===== src/hrsg_pkg.sv =====
// ============================================================
// Shared constants for the clock-memory host controller
package hrsg_pkg;
   localparam int ADDR_W = 15;                        // Address lines
   localparam int DATA_W = 8;
   localparam int SEQ_BITS = 64;                      // Unlock and transfer length
   localparam logic [63:0] UNLOCK_PAT = 64'h5CA33AC55CA33AC5; // Sent bit 0 first
   localparam logic [14:0] SCRATCH_ADDR_RST = 15'h7FFF;
   // Bus timing, in ns, and derived cycle counts at 100 MHz
   localparam int CLK_NS = 10;
   localparam int T_SETUP_NS = 20;                    // Address before strobe
   localparam int T_PULSE_NS = 70;                    // Strobe low time
   localparam int T_REC_NS = 20;                      // Write recovery time
   localparam int SETUP_CYC = (T_SETUP_NS + CLK_NS - 1) / CLK_NS;
   localparam int PULSE_CYC = (T_PULSE_NS + CLK_NS - 1) / CLK_NS;
   localparam int REC_CYC = (T_REC_NS + CLK_NS - 1) / CLK_NS;
   localparam logic [3:0] SETUP_CNT = 4'(SETUP_CYC);
   localparam logic [3:0] PULSE_CNT = 4'(PULSE_CYC);
   localparam logic [3:0] REC_CNT = 4'(REC_CYC);
   // One-hot bus cycle phases
   typedef enum logic [3:0] {
      HRSG_IDLE  = 4'h1,
      HRSG_SETUP = 4'h2,
      HRSG_PULSE = 4'h4,
      HRSG_REC   = 4'h8
   } hrsg_phase_t;
endpackage : hrsg_pkg


===== src/hrsg_cycle.sv =====
`timescale 1ns/10ps
// ============================================================
// One asynchronous memory bus cycle: setup, strobe, recovery
module hrsg_cycle
   import hrsg_pkg::*;
(
   // Clock and reset
   input  wire logic              clk_i,
   input  wire logic              srst_i,
   // Request
   input  wire logic              start_i,
   input  wire logic              write_i,
   input  wire logic [ADDR_W-1:0] addr_i,
   input  wire logic [DATA_W-1:0] wdata_i,
   output logic                   busy_o,
   output logic                   done_o,
   output logic [DATA_W-1:0]      rdata_o,
   // Pins
   output logic                   chip_sel_n_o,
   output logic                   out_drv_n_o,
   output logic                   wr_strobe_n_o,
   output logic [ADDR_W-1:0]      addr_lines_o,
   output logic [DATA_W-1:0]      data_o,
   output logic                   data_oe_o,
   input  wire logic [DATA_W-1:0] data_sync_i
);
   hrsg_phase_t       ph_r, ph_nxt;
   logic [3:0]        cnt_r, cnt_nxt;
   logic              wr_r, wr_nxt;
   logic [ADDR_W-1:0] a_r, a_nxt;
   logic [DATA_W-1:0] d_r, d_nxt, rd_r, rd_nxt;
   logic              done_r, done_nxt;

   // ============================================================
   // Cycle sequencer
   always_comb begin
      ph_nxt = ph_r;
      cnt_nxt = cnt_r;
      wr_nxt = wr_r;
      a_nxt = a_r;
      d_nxt = d_r;
      rd_nxt = rd_r;
      done_nxt = 1'b0;
      case (ph_r)
         HRSG_IDLE: begin
            if (start_i) begin
               ph_nxt = HRSG_SETUP;
               cnt_nxt = SETUP_CNT;
               wr_nxt = write_i;
               a_nxt = addr_i;                 // Held for whole cycle
               d_nxt = wdata_i;
            end
         end
         HRSG_SETUP: begin
            cnt_nxt = cnt_r - 4'h1;
            if (cnt_r == 4'h1) begin
               ph_nxt = HRSG_PULSE;
               cnt_nxt = PULSE_CNT;
            end
         end
         HRSG_PULSE: begin
            cnt_nxt = cnt_r - 4'h1;
            if (cnt_r == 4'h1) begin
               ph_nxt = HRSG_REC;
               cnt_nxt = REC_CNT;
               rd_nxt = data_sync_i;           // Sample before strobes rise
            end
         end
         HRSG_REC: begin
            // Strobes stay high for the recovery interval
            cnt_nxt = cnt_r - 4'h1;
            if (cnt_r == 4'h1) begin
               ph_nxt = HRSG_IDLE;
               done_nxt = 1'b1;
            end
         end
         default: ph_nxt = HRSG_IDLE;
      endcase
   end

   always_ff @(posedge clk_i) begin
      if (srst_i) begin
         ph_r <= HRSG_IDLE;
         cnt_r <= 4'h0;
         wr_r <= 1'b0;
         a_r <= '0;
         d_r <= '0;
         rd_r <= '0;
         done_r <= 1'b0;
      end else begin
         ph_r <= ph_nxt;
         cnt_r <= cnt_nxt;
         wr_r <= wr_nxt;
         a_r <= a_nxt;
         d_r <= d_nxt;
         rd_r <= rd_nxt;
         done_r <= done_nxt;
      end
   end

   // ============================================================
   // Pin registers; write cycles never assert output drive
   always_ff @(posedge clk_i) begin
      if (srst_i) begin
         chip_sel_n_o <= 1'b1;
         out_drv_n_o <= 1'b1;
         wr_strobe_n_o <= 1'b1;
         addr_lines_o <= '0;
         data_o <= '0;
         data_oe_o <= 1'b0;
      end else begin
         chip_sel_n_o <= ~(ph_nxt == HRSG_PULSE);
         out_drv_n_o <= ~(ph_nxt == HRSG_PULSE && !wr_nxt);
         wr_strobe_n_o <= ~(ph_nxt == HRSG_PULSE && wr_nxt);
         addr_lines_o <= a_nxt;
         data_o <= d_nxt;
         data_oe_o <= wr_nxt && (ph_nxt != HRSG_IDLE);
      end
   end

   assign busy_o = (ph_r != HRSG_IDLE);
   assign done_o = done_r;
   assign rdata_o = rd_r;
endmodule : hrsg_cycle


===== src/hrsg_host.sv =====
`timescale 1ns/10ps
// ============================================================
// Operation
// - Host holds address through write cycle
// - Host keeps strobe high for recovery
// - Host keeps output drive high writing
// - Unlock needs 64 matching writes
// - Host uses one scratch location
// - Pattern C5 3A A3 5C twice, LSB first
// - Eight BCD registers, bit 0 first
// ============================================================
// Host controller: runs whole-clock reads and writes, and plain memory access
module hrsg_host
   import hrsg_pkg::*;
(
   // Clock and reset
   input  wire logic              clk_i,
   input  wire logic              srst_i,
   // Memory request
   input  wire logic              mem_req_i,
   input  wire logic              mem_write_i,
   input  wire logic [ADDR_W-1:0] mem_addr_i,
   input  wire logic [DATA_W-1:0] mem_wdata_i,
   // Clock request
   input  wire logic              clk_rd_req_i,
   input  wire logic              clk_wr_req_i,
   input  wire logic [63:0]       clk_wdata_i,
   input  wire logic [ADDR_W-1:0] scratch_addr_i,
   // Status
   input  wire logic              power_ok_i,
   output logic                   busy_o,
   output logic                   done_o,
   output logic [DATA_W-1:0]      mem_rdata_o,
   output logic [63:0]            clk_rdata_o,
   // Device pins
   output logic                   chip_sel_n_o,
   output logic                   out_drv_n_o,
   output logic                   wr_strobe_n_o,
   output logic [ADDR_W-1:0]      addr_lines_o,
   output logic [DATA_W-1:0]      data_o,
   output logic                   data_oe_o,
   input  wire logic [DATA_W-1:0] data_i
);
   typedef enum logic [4:0] {
      HRSG_S_IDLE  = 5'h01,
      HRSG_S_MEM   = 5'h02,
      HRSG_S_SYNC  = 5'h04,
      HRSG_S_KEY   = 5'h08,
      HRSG_S_XFER  = 5'h10
   } hrsg_state_t;

   hrsg_state_t       st_r, st_nxt;
   logic [6:0]        idx_r, idx_nxt;
   logic              wr_r, wr_nxt;
   logic [63:0]       tx_r, tx_nxt, rx_r, rx_nxt;
   logic              busy_r, busy_nxt, done_r, done_nxt;
   logic [DATA_W-1:0] mrd_r, mrd_nxt;
   logic [ADDR_W-1:0] scr_r, scr_nxt;
   logic              pok_r, pok_nxt;
   logic              start;
   logic              cyc_wr;
   logic [ADDR_W-1:0] cyc_addr;
   logic [DATA_W-1:0] cyc_data;
   logic              cyc_busy, cyc_done;
   logic [DATA_W-1:0] cyc_rdata;
   logic [DATA_W-1:0] d_s1_r, d_s2_r, d_s3_r, d_stab_r;
   logic              p_s1_r, p_s2_r, p_s3_r;

   // ============================================================
   // Pin inputs: three stages, a change counts when stages two and three agree
   always_ff @(posedge clk_i) begin
      if (srst_i) begin
         d_s1_r <= '0;
         d_s2_r <= '0;
         d_s3_r <= '0;
         d_stab_r <= '0;
         p_s1_r <= 1'b0;
         p_s2_r <= 1'b0;
         p_s3_r <= 1'b0;
         pok_r <= 1'b0;
      end else begin
         d_s1_r <= data_i;
         d_s2_r <= d_s1_r;
         d_s3_r <= d_s2_r;
         p_s1_r <= power_ok_i;
         p_s2_r <= p_s1_r;
         p_s3_r <= p_s2_r;
         pok_r <= pok_nxt;
         for (int i = 0; i < DATA_W; i++) begin
            if (d_s2_r[i] == d_s3_r[i]) begin
               d_stab_r[i] <= d_s3_r[i];
            end
         end
      end
   end
   assign pok_nxt = (p_s2_r == p_s3_r) ? p_s3_r : pok_r;

   // ============================================================
   // Sequencer: sync read, 64 key writes, 64 transfer cycles
   always_comb begin
      st_nxt = st_r;
      idx_nxt = idx_r;
      wr_nxt = wr_r;
      tx_nxt = tx_r;
      rx_nxt = rx_r;
      busy_nxt = busy_r;
      done_nxt = 1'b0;
      mrd_nxt = mrd_r;
      scr_nxt = scr_r;
      case (st_r)
         HRSG_S_IDLE: begin
            // Device rejects all access below the threshold, so hold off
            if (pok_r && (clk_rd_req_i || clk_wr_req_i)) begin
               st_nxt = HRSG_S_SYNC;
               wr_nxt = clk_wr_req_i && !clk_rd_req_i;
               tx_nxt = clk_wdata_i;
               scr_nxt = scratch_addr_i;       // Single scratch location
               busy_nxt = 1'b1;
            end else if (pok_r && mem_req_i) begin
               st_nxt = HRSG_S_MEM;            // Plain memory access
               busy_nxt = 1'b1;
            end
         end
         HRSG_S_MEM: begin
            if (cyc_done) begin
               mrd_nxt = cyc_rdata;
               st_nxt = HRSG_S_IDLE;
               busy_nxt = 1'b0;
               done_nxt = 1'b1;
            end
         end
         HRSG_S_SYNC: begin
            // A read first resets the device's comparison pointer
            if (cyc_done) begin
               st_nxt = HRSG_S_KEY;
               idx_nxt = 7'h00;
            end
         end
         HRSG_S_KEY: begin
            // Key bits go out bit 0 first, writes only
            if (cyc_done) begin
               idx_nxt = idx_r + 7'h01;
               if (idx_r == 7'(SEQ_BITS - 1)) begin
                  st_nxt = HRSG_S_XFER;
                  idx_nxt = 7'h00;
               end
            end
         end
         HRSG_S_XFER: begin
            // 64 cycles, register 0 bit 0 through register 7 bit 7
            if (cyc_done) begin
               rx_nxt = {cyc_rdata[0], rx_r[63:1]};  // Clock bit on line zero
               tx_nxt = {1'b0, tx_r[63:1]};
               idx_nxt = idx_r + 7'h01;
               if (idx_r == 7'(SEQ_BITS - 1)) begin
                  st_nxt = HRSG_S_IDLE;        // Device back in memory mode
                  busy_nxt = 1'b0;
                  done_nxt = 1'b1;
               end
            end
         end
         default: st_nxt = HRSG_S_IDLE;
      endcase
   end

   always_ff @(posedge clk_i) begin
      if (srst_i) begin
         st_r <= HRSG_S_IDLE;
         idx_r <= 7'h00;
         wr_r <= 1'b0;
         tx_r <= '0;
         rx_r <= '0;
         busy_r <= 1'b0;
         done_r <= 1'b0;
         mrd_r <= '0;
         scr_r <= SCRATCH_ADDR_RST;
      end else begin
         st_r <= st_nxt;
         idx_r <= idx_nxt;
         wr_r <= wr_nxt;
         tx_r <= tx_nxt;
         rx_r <= rx_nxt;
         busy_r <= busy_nxt;
         done_r <= done_nxt;
         mrd_r <= mrd_nxt;
         scr_r <= scr_nxt;
      end
   end

   // ============================================================
   // Cycle request: key writes also land in the scratch byte
   always_comb begin
      start = 1'b0;
      cyc_wr = 1'b0;
      cyc_addr = scr_r;
      cyc_data = '0;
      if (!cyc_busy && !cyc_done) begin
         case (st_r)
            HRSG_S_MEM: begin
               start = 1'b1;
               cyc_wr = mem_write_i;
               cyc_addr = mem_addr_i;
               cyc_data = mem_wdata_i;
            end
            HRSG_S_SYNC: start = 1'b1;
            HRSG_S_KEY: begin
               start = 1'b1;
               cyc_wr = 1'b1;
               cyc_data = {7'h00, UNLOCK_PAT[idx_r[5:0]]};
            end
            HRSG_S_XFER: begin
               start = 1'b1;
               cyc_wr = wr_r;
               cyc_data = {7'h00, tx_r[0]};
            end
            default: start = 1'b0;
         endcase
      end
   end

   hrsg_cycle u_cycle (
      .clk_i         (clk_i),
      .srst_i        (srst_i),
      .start_i       (start),
      .write_i       (cyc_wr),
      .addr_i        (cyc_addr),
      .wdata_i       (cyc_data),
      .busy_o        (cyc_busy),
      .done_o        (cyc_done),
      .rdata_o       (cyc_rdata),
      .chip_sel_n_o  (chip_sel_n_o),
      .out_drv_n_o   (out_drv_n_o),
      .wr_strobe_n_o (wr_strobe_n_o),
      .addr_lines_o  (addr_lines_o),
      .data_o        (data_o),
      .data_oe_o     (data_oe_o),
      .data_sync_i   (d_stab_r)
   );

   // Status outputs straight from registers
   assign busy_o = busy_r;
   assign done_o = done_r;
   assign mem_rdata_o = mrd_r;
   assign clk_rdata_o = rx_r;
endmodule : hrsg_host


===== config.mk =====
export PLATFORM = sky130hd
export DESIGN_NAME = hrsg_host
export DESIGN_NICKNAME = d
export VERILOG_FILES = /design/src/hrsg_pkg.sv /design/src/hrsg_cycle.sv /design/src/hrsg_host.sv
export SDC_FILE = /design/constraint.sdc
export NUM_CORES = 1
export LEC_CHECK = 0
export BUFFER_PORTS_ARGS = -buffer_cell sky130_fd_sc_hd__clkbuf_2
export CELL_PAD_IN_SITES_DETAIL_PLACEMENT = 1
export CELL_PAD_IN_SITES_GLOBAL_PLACEMENT = 1
export CORE_ASPECT_RATIO = 0.8
export CORE_MARGIN = 2
export CORE_UTILIZATION = 43
export CTS_CLUSTER_SIZE = 28
export DETAILED_ROUTE_END_ITERATION = 8
export PLACE_DENSITY_LB_ADDON = 0.12
export SYNTH_ARGS = -nofsm -noshare
export SYNTH_HDL_FRONTEND = slang
export SYNTH_SLANG_ARGS = --single-unit

===== constraint.sdc =====
create_clock -name clk_i -period 4.74 [get_ports clk_i]
set_input_delay 0.948 -clock clk_i [delete_from_list [all_inputs] [get_ports clk_i]]
set_output_delay 0.948 -clock clk_i [all_outputs]
set_load 0.01 [all_outputs]

* Yosys cells after proc, flatten, opt, wreduce, memory -nomap -nowiden
Memory sizes are Yosys's and may differ from the RTL's. A register that Yosys moved wholly into a read port is not among the register bits.
Cells that the tools add are included.
** Word-level totals
- Register bits after elaboration :: 247
- Bits in read-only memories :: 64
- Memories kept :: 1
** Memory list
- (name not given) :: words 64, bits a word 1, read ports 1, clocked after memory_dff 1, write ports 0, line hrsg_host.sv:209 : cyc_data = {7'h00, UNLOCK_PAT[idx_r[5:0]]};
** Operators by class
- Add/sub/neg operators :: 2
- $lt $le $gt $ge :: 1
- Equal/unequal tests :: 32
- Muxes and demuxes :: 50
- Bitwise gates (word level) :: 4
- Reductions and logical operators :: 28
** Operators by type and width (number)
- $mux 64 :: 2
- $pmux 64 s2 :: 1
- $mux 5 :: 8
- $pmux 4 s4 :: 2
- $mux 15 :: 2
- $mux 4 :: 7
- $mux 7 :: 4
- $pmux 5 s5 :: 1
- $pmux 8 s3 :: 1
- $pmux 7 s3 :: 1
- $mux 1 :: 15
- $mux 6 :: 2
- $reduce_and 2->1 :: 6
- $eq 1x1->1 :: 9
- $eq 4x1->1 const B :: 2
- $eq 4x3->1 const B :: 2
- $mux 8 :: 1
- $ne 2x1->1 const B :: 4
- $ne 2x2->1 const B :: 4
- $ne 4x1->1 const B :: 2
- $add 7x1->7 const B :: 1
- $eq 7x6->1 const B :: 1
- $logic_and 1x1->1 :: 7
- $lt 6x7->1 const B :: 1
- other kinds (23) :: 31

* Logic depth before layout (Yosys ltp)
- Depth in word-level cells :: 9
- Depth in mapped cells :: 9

* Hierarchy
A second synthesis with hierarchy kept.
** Unflattened totals
- Cells, all modules :: 1204
- Area, all modules :: 10164.7 um^2
** By module, submodules not included
- hrsg_host :: times used 1, cells an instance 995, area each 8389.3 um^2, seq. area each 4063.9 um^2
- hrsg_cycle :: times used 1, cells an instance 209, area each 1775.5 um^2, seq. area each 900.9 um^2

* Worst setup path before layout
OpenSTA, ideal clock, no wires.
- Kind :: input-to-reg
- From :: in clk_wr_req_i
- To :: reg tx_r[23]
- Library setup time :: 0.091 ns
- Arrival time :: 2.173 ns
- Data required time :: 4.649 ns
- Setup slack :: 2.476 ns
- Stages on the path :: 7
- Buffers on the path :: 3
- Cell sequence :: o21ai_0 > or2_2 > clkbuf_1 > nand2_2 > buf_4 > buf_2 > a311oi_1
** Between the ends
- Longest elaborated chain between the ends :: 4
** Ends and longest elaborated chain
- from (decl) :: line hrsg_host.sv:26 : input wire logic clk_wr_req_i,
- $logic_or 1x1->1 :: line hrsg_host.sv:113 : if (pok_r && (clk_rd_req_i || clk_wr_req_i)) begin
- $logic_and 1x1->1 :: line hrsg_host.sv:113
- $ne 2x2->1 (no line)
- $reduce_and 3->1 (no line)
- to (signal assigned) :: line hrsg_host.sv:181 : tx_r <= tx_nxt;
- to (decl) :: line hrsg_host.sv:55 : logic [63:0] tx_r, tx_nxt, rx_r, rx_nxt;
Every way passes these cells.
A chain may end at the register's enable or synchronous reset.

* Worst setup path in the final report
- From :: reg st_r[4]
- To :: reg tx_r[2]
** Between the ends
- Longest elaborated chain between the ends :: 3
- Elaborated cells between the ends (all ways) :: 7
- Those cells by class :: 4 x eq/ne; 1 x mux; 2 x reduce/logical
** Ends and longest elaborated chain
- from (decl) :: line hrsg_host.sv:52 : hrsg_state_t st_r, st_nxt;
- from (signal assigned) :: line hrsg_host.sv:178 : st_r <= st_nxt;
- $eq 5x1->1 / $eq 5x5->1 (equally long branches) :: line hrsg_host.sv:110 : case (st_r)
- $ne 2x2->1 (no line), or another cell as far along
- $reduce_and 3->1 (no line)
Several ways; a longest one is shown, not always the timed one.

==> metrics.txt <==
# TYPE chip_impl_metric gauge
chip_impl_info{name="run_status",value="complete, no violations"} 1
chip_impl_metric{name="count_of_unique_library_cells_instantiated_by_yosys",unit=""} 53
chip_impl_metric{name="core_area",unit="µm²"} 22320
chip_impl_metric{name="period_share",unit=""} 0.6824
chip_impl_metric{name="overflow",unit=""} 0
chip_impl_metric{name="synth.ff_latch_count",unit=""} 248
chip_impl_metric{name="max_clock_freq",unit="GHz"} 0.3091
chip_impl_metric{name="clockBufferDepth",unit=""} 3
chip_impl_metric{name="clock_insertion_delay_worst_skew",unit="ns"} 0.52
chip_impl_metric{name="edff_count_synth",unit=""} 0
chip_impl_metric{name="final_util",unit=""} 0.5246
chip_impl_info{name="dominantRegCellSynth",value="sky130_fd_sc_hd__dfxtp_1"} 1
chip_impl_metric{name="post_cts_hold_buffer_count",unit=""} 0
chip_impl_metric{name="grt_max_degree",unit=""} 127
chip_impl_metric{name="num_antenna_cells",unit=""} 0
chip_impl_metric{name="ratio_of_cells_with_drive_above_1_in_the_final_layout",unit=""} 0.2075
chip_impl_metric{name="die_height",unit="µm"} 138.3
chip_impl_info{name="crit_type",value="reg -> reg"} 1
chip_impl_metric{name="routed_wl",unit="µm"} 25860
chip_impl_metric{name="drt_drc_violations_left",unit=""} 0
chip_impl_info{name="final_common_cell",value="sky130_fd_sc_hd__nand2_1"} 1
chip_impl_metric{name="skew",unit="ns"} 0.007417
chip_impl_metric{name="antenna_violations_before_repair",unit=""} 1
chip_impl_metric{name="synth_async_sr_flop_share",unit=""} 0
chip_impl_metric{name="area_of_the_die",unit="µm²"} 23770
chip_impl_metric{name="detail_route_met3_wl",unit="µm"} 1400
chip_impl_metric{name="grt_pass1_wl",unit="µm"} 42190
chip_impl_metric{name="clkTransAtPathRegs",unit="ns"} 0.06
chip_impl_info{name="post-synth-top-area-cell",value="sky130_fd_sc_hd__dfxtp_1"} 1
chip_impl_metric{name="die_w",unit="µm"} 171.9
chip_impl_metric{name="drt_first_pass_iters",unit=""} 4
chip_impl_metric{name="totalNegativeSetupSlack",unit="ns"} 0
chip_impl_metric{name="route.detailed.vias_per_inst",unit=""} 5.173
chip_impl_metric{name="proportion_of_synthesized_chip_area_in_sequential_cells",unit=""} 0.5122
chip_impl_metric{name="place_congestion",unit=""} 0.7498
chip_impl_metric{name="timing.critical_path.slowest_cell_delay",unit="ns"} 0.94
chip_impl_metric{name="critical_path_required",unit="ns"} 5.16
chip_impl_metric{name="power_per_cell_area",unit="nW/µm²"} 363.3
chip_impl_metric{name="initial_utilization",unit=""} 0.4343
chip_impl_metric{name="antenna_violating_nets_post_route",unit=""} 0
chip_impl_metric{name="rows",unit=""} 49
chip_impl_metric{name="design_power_total",unit="µW"} 4253
chip_impl_metric{name="postSynthAreaPerCell",unit="µm²"} 8.292
chip_impl_metric{name="yosys.area.top_type_share",unit=""} 0.5122
chip_impl_metric{name="wl_per_cell",unit="µm"} 15.58
chip_impl_metric{name="critical_path.max_fanout",unit=""} 126
chip_impl_info{name="cp-start-kind",value="register"} 1
chip_impl_metric{name="maxCapViolations",unit=""} 0
chip_impl_metric{name="clock_tree.htree_level_count",unit=""} 1
chip_impl_metric{name="num-nets-final",unit=""} 1454
chip_impl_info{name="tritoncts",value="yes"} 1
chip_impl_metric{name="final_hold_viol_count",unit=""} 0
chip_impl_metric{name="place_hpwl",unit="µm"} 17010
chip_impl_metric{name="route.vias.total",unit=""} 8587
chip_impl_info{name="crit_chain",value="or4b_4, nor2_4, nand2_2, buf_4, nand2_4, nor2_1, a311oi_1"} 1
chip_impl_info{name="synth.top_cells.by_area",value="sky130_fd_sc_hd__dfxtp_1, sky130_fd_sc_hd__nand2_1, sky130_fd_sc_hd__a311oi_1"} 1
chip_impl_info{name="grt_setup_unrepaired",value="no"} 1
chip_impl_metric{name="postSynthCellCount",unit=""} 1169
chip_impl_metric{name="timing.critical_path.arrival",unit="ns"} 3.65
chip_impl_metric{name="timing_worst_slew_pin_value",unit="ns"} 1.241
chip_impl_metric{name="drt_iter0_drc",unit=""} 491
chip_impl_metric{name="design.portCount",unit=""} 218
chip_impl_metric{name="cellLeakagePower",unit="µW"} 0.004584
chip_impl_metric{name="met1Wirelength",unit="µm"} 11940
chip_impl_info{name="crit_path_top_delay_cell",value="sky130_fd_sc_hd__nand2_4"} 1
chip_impl_info{name="holdCritPathClass",value="reg -> reg"} 1
chip_impl_metric{name="synth_area",unit="µm²"} 9693
chip_impl_metric{name="global_route.usage.total",unit=""} 0.2131
chip_impl_metric{name="report.final.setup_viol",unit=""} 0
chip_impl_info{name="max_layer_used",value="met4"} 1
chip_impl_metric{name="vdd.ir_drop.worst",unit="V"} 0.0002487
chip_impl_metric{name="layout_min_cycle_time",unit="ns"} 3.235
chip_impl_metric{name="wl_met2",unit="µm"} 11950
chip_impl_metric{name="drv_slew",unit=""} 0
chip_impl_metric{name="yosys_warnings",unit=""} 0
chip_impl_metric{name="buffer_ports.inserted",unit=""} 217
chip_impl_metric{name="first_global_vias",unit=""} 8524
chip_impl_metric{name="cts.sinks",unit=""} 248
chip_impl_metric{name="cts_made_buffers",unit=""} 26
chip_impl_metric{name="synthesis_to_layout_area_growth",unit="%"} 20.78
chip_impl_info{name="clock_tree.root_cell",value="sky130_fd_sc_hd__clkbuf_16"} 1
chip_impl_metric{name="syn_nets",unit=""} 1289
chip_impl_metric{name="timing.max_slew.rel_slack",unit=""} 0.1727
chip_impl_metric{name="post-cts-setup-buffer-count",unit=""} 0
chip_impl_metric{name="cts.repair.resized",unit=""} 0
chip_impl_info{name="critPathCaptureType",value="register"} 1
chip_impl_info{name="commonest_cells_after_routing_fill_and_taps_aside",value="sky130_fd_sc_hd__nand2_1, sky130_fd_sc_hd__dfxtp_1, sky130_fd_sc_hd__clkbuf_2, sky130_fd_sc_hd__nor2_1, sky130_fd_sc_hd__a21oi_1"} 1
-- path summary, 6_finish.rpt --
kind	cells after the start	to	from	slack (ns)
hold reg to reg	1	d_s2_r[3]	d_s1_r[3]	0.44
setup / recovery	7	tx_r[2]	st_r[4]	1.51
hold / removal	1	d_s2_r[3]	d_s1_r[3]	0.44
setup reg to reg	7	tx_r[2]	st_r[4]	1.51
-- worst max-delay path, delay by kind of cell (launching register included) --
family	cells	cell delay, ns
DFF	1	0.58
buffers and inverters	1	0.36
AOI/OAI and AO/OA	1	0.31
and+or+nand+nor	5	1.78
-- sequential cells by signal, indices dropped and copies added, names as in the netlist, 4 cells and up, named ones only --
signal	count
clk_rdata_o	64
d_s1_r	8
d_s2_r	8
d_s3_r	8
d_stab_r	8
idx_r	7
mem_rdata_o	8
scr_r	15
st_r	5
tx_r	64
u_cycle.a_r	15
u_cycle.cnt_r	4
u_cycle.d_r	8
u_cycle.ph_r	4
u_cycle.rdata_o	8
-- power breakdown --
group,switching [µW],internal [µW]
sequential,5.37,2100
clock,815,1220
combinational,63.2,52.1
-- cell usage after synthesis (3+ instances only) --
cell,n
sky130_fd_sc_hd__nand2_1,323
sky130_fd_sc_hd__dfxtp_1,248
sky130_fd_sc_hd__nor2_1,129
sky130_fd_sc_hd__a21oi_1,99
sky130_fd_sc_hd__a311oi_1,65
sky130_fd_sc_hd__clkbuf_1,49
sky130_fd_sc_hd__buf_2,28
sky130_fd_sc_hd__mux2i_1,28
sky130_fd_sc_hd__nor2b_1,28
sky130_fd_sc_hd__o21ai_0,20
sky130_fd_sc_hd__a211oi_1,19
sky130_fd_sc_hd__nand3_1,19
sky130_fd_sc_hd__nand3b_1,16
sky130_fd_sc_hd__buf_4,10
sky130_fd_sc_hd__nor3_1,9
sky130_fd_sc_hd__inv_1,8
sky130_fd_sc_hd__xnor2_1,7
sky130_fd_sc_hd__and3_1,5
sky130_fd_sc_hd__a22oi_1,4
sky130_fd_sc_hd__nand2b_1,4
sky130_fd_sc_hd__or3_1,4
sky130_fd_sc_hd__and4_1,3
sky130_fd_sc_hd__ha_1,3
sky130_fd_sc_hd__nor4_1,3
sky130_fd_sc_hd__or2_2,3
-- stage by stage --
step | instances | hold WS, ns | area [µm²] | setup WS (ns)
detailed placement | 1612 | 0.4270 | 10840 | 1.540
global route | 1660 | 0.4567 | 11710 | 1.187
finish | 1660 | 0.4367 | 11710 | 1.505
floorplan | 1169 | 0.4138 | 9693 | 2.476
CTS | 1660 | 0.4417 | 11710 | 1.473
global placement | 1612 | 0.4226 | 10840 | 1.713
-- cell families after synthesis --
logic type / Yosys count / synth area share
DFF: 248 / 0.5122
xor gates and xnor gates: 9 / 0.008133
muxes: 30 / 0.03124
and+or+nand+nor: 555 / 0.2431
adders and majority gates: 3 / 0.003873
buffers and inverters: 98 / 0.04621
AOI/OAI and AO/OA: 226 / 0.1553
-- per-layer routing --
| metal | vias to the layer above | GRT usage |
|---|---|---|
| met3 | 42 | 0.04323 |
| met4 | 0 | 0.05529 |
| met2 | 185 | 0.3486 |
| li1 | 4300 | - |
| met5 | - | 0 |
| met1 | 4060 | 0.2878 |
-- cell type report --
cell class	count	area, µm²
flip-flops and latches	248	4965
clock inverters	5	50.05
multi-input cells	823	4297
inverters	8	30.03
well taps	306	382.9
repair buffers	227	1167
clock buffers	43	815.8
fillers	2794	10610
No activity file was read; power rests on OpenSTA's default activity.
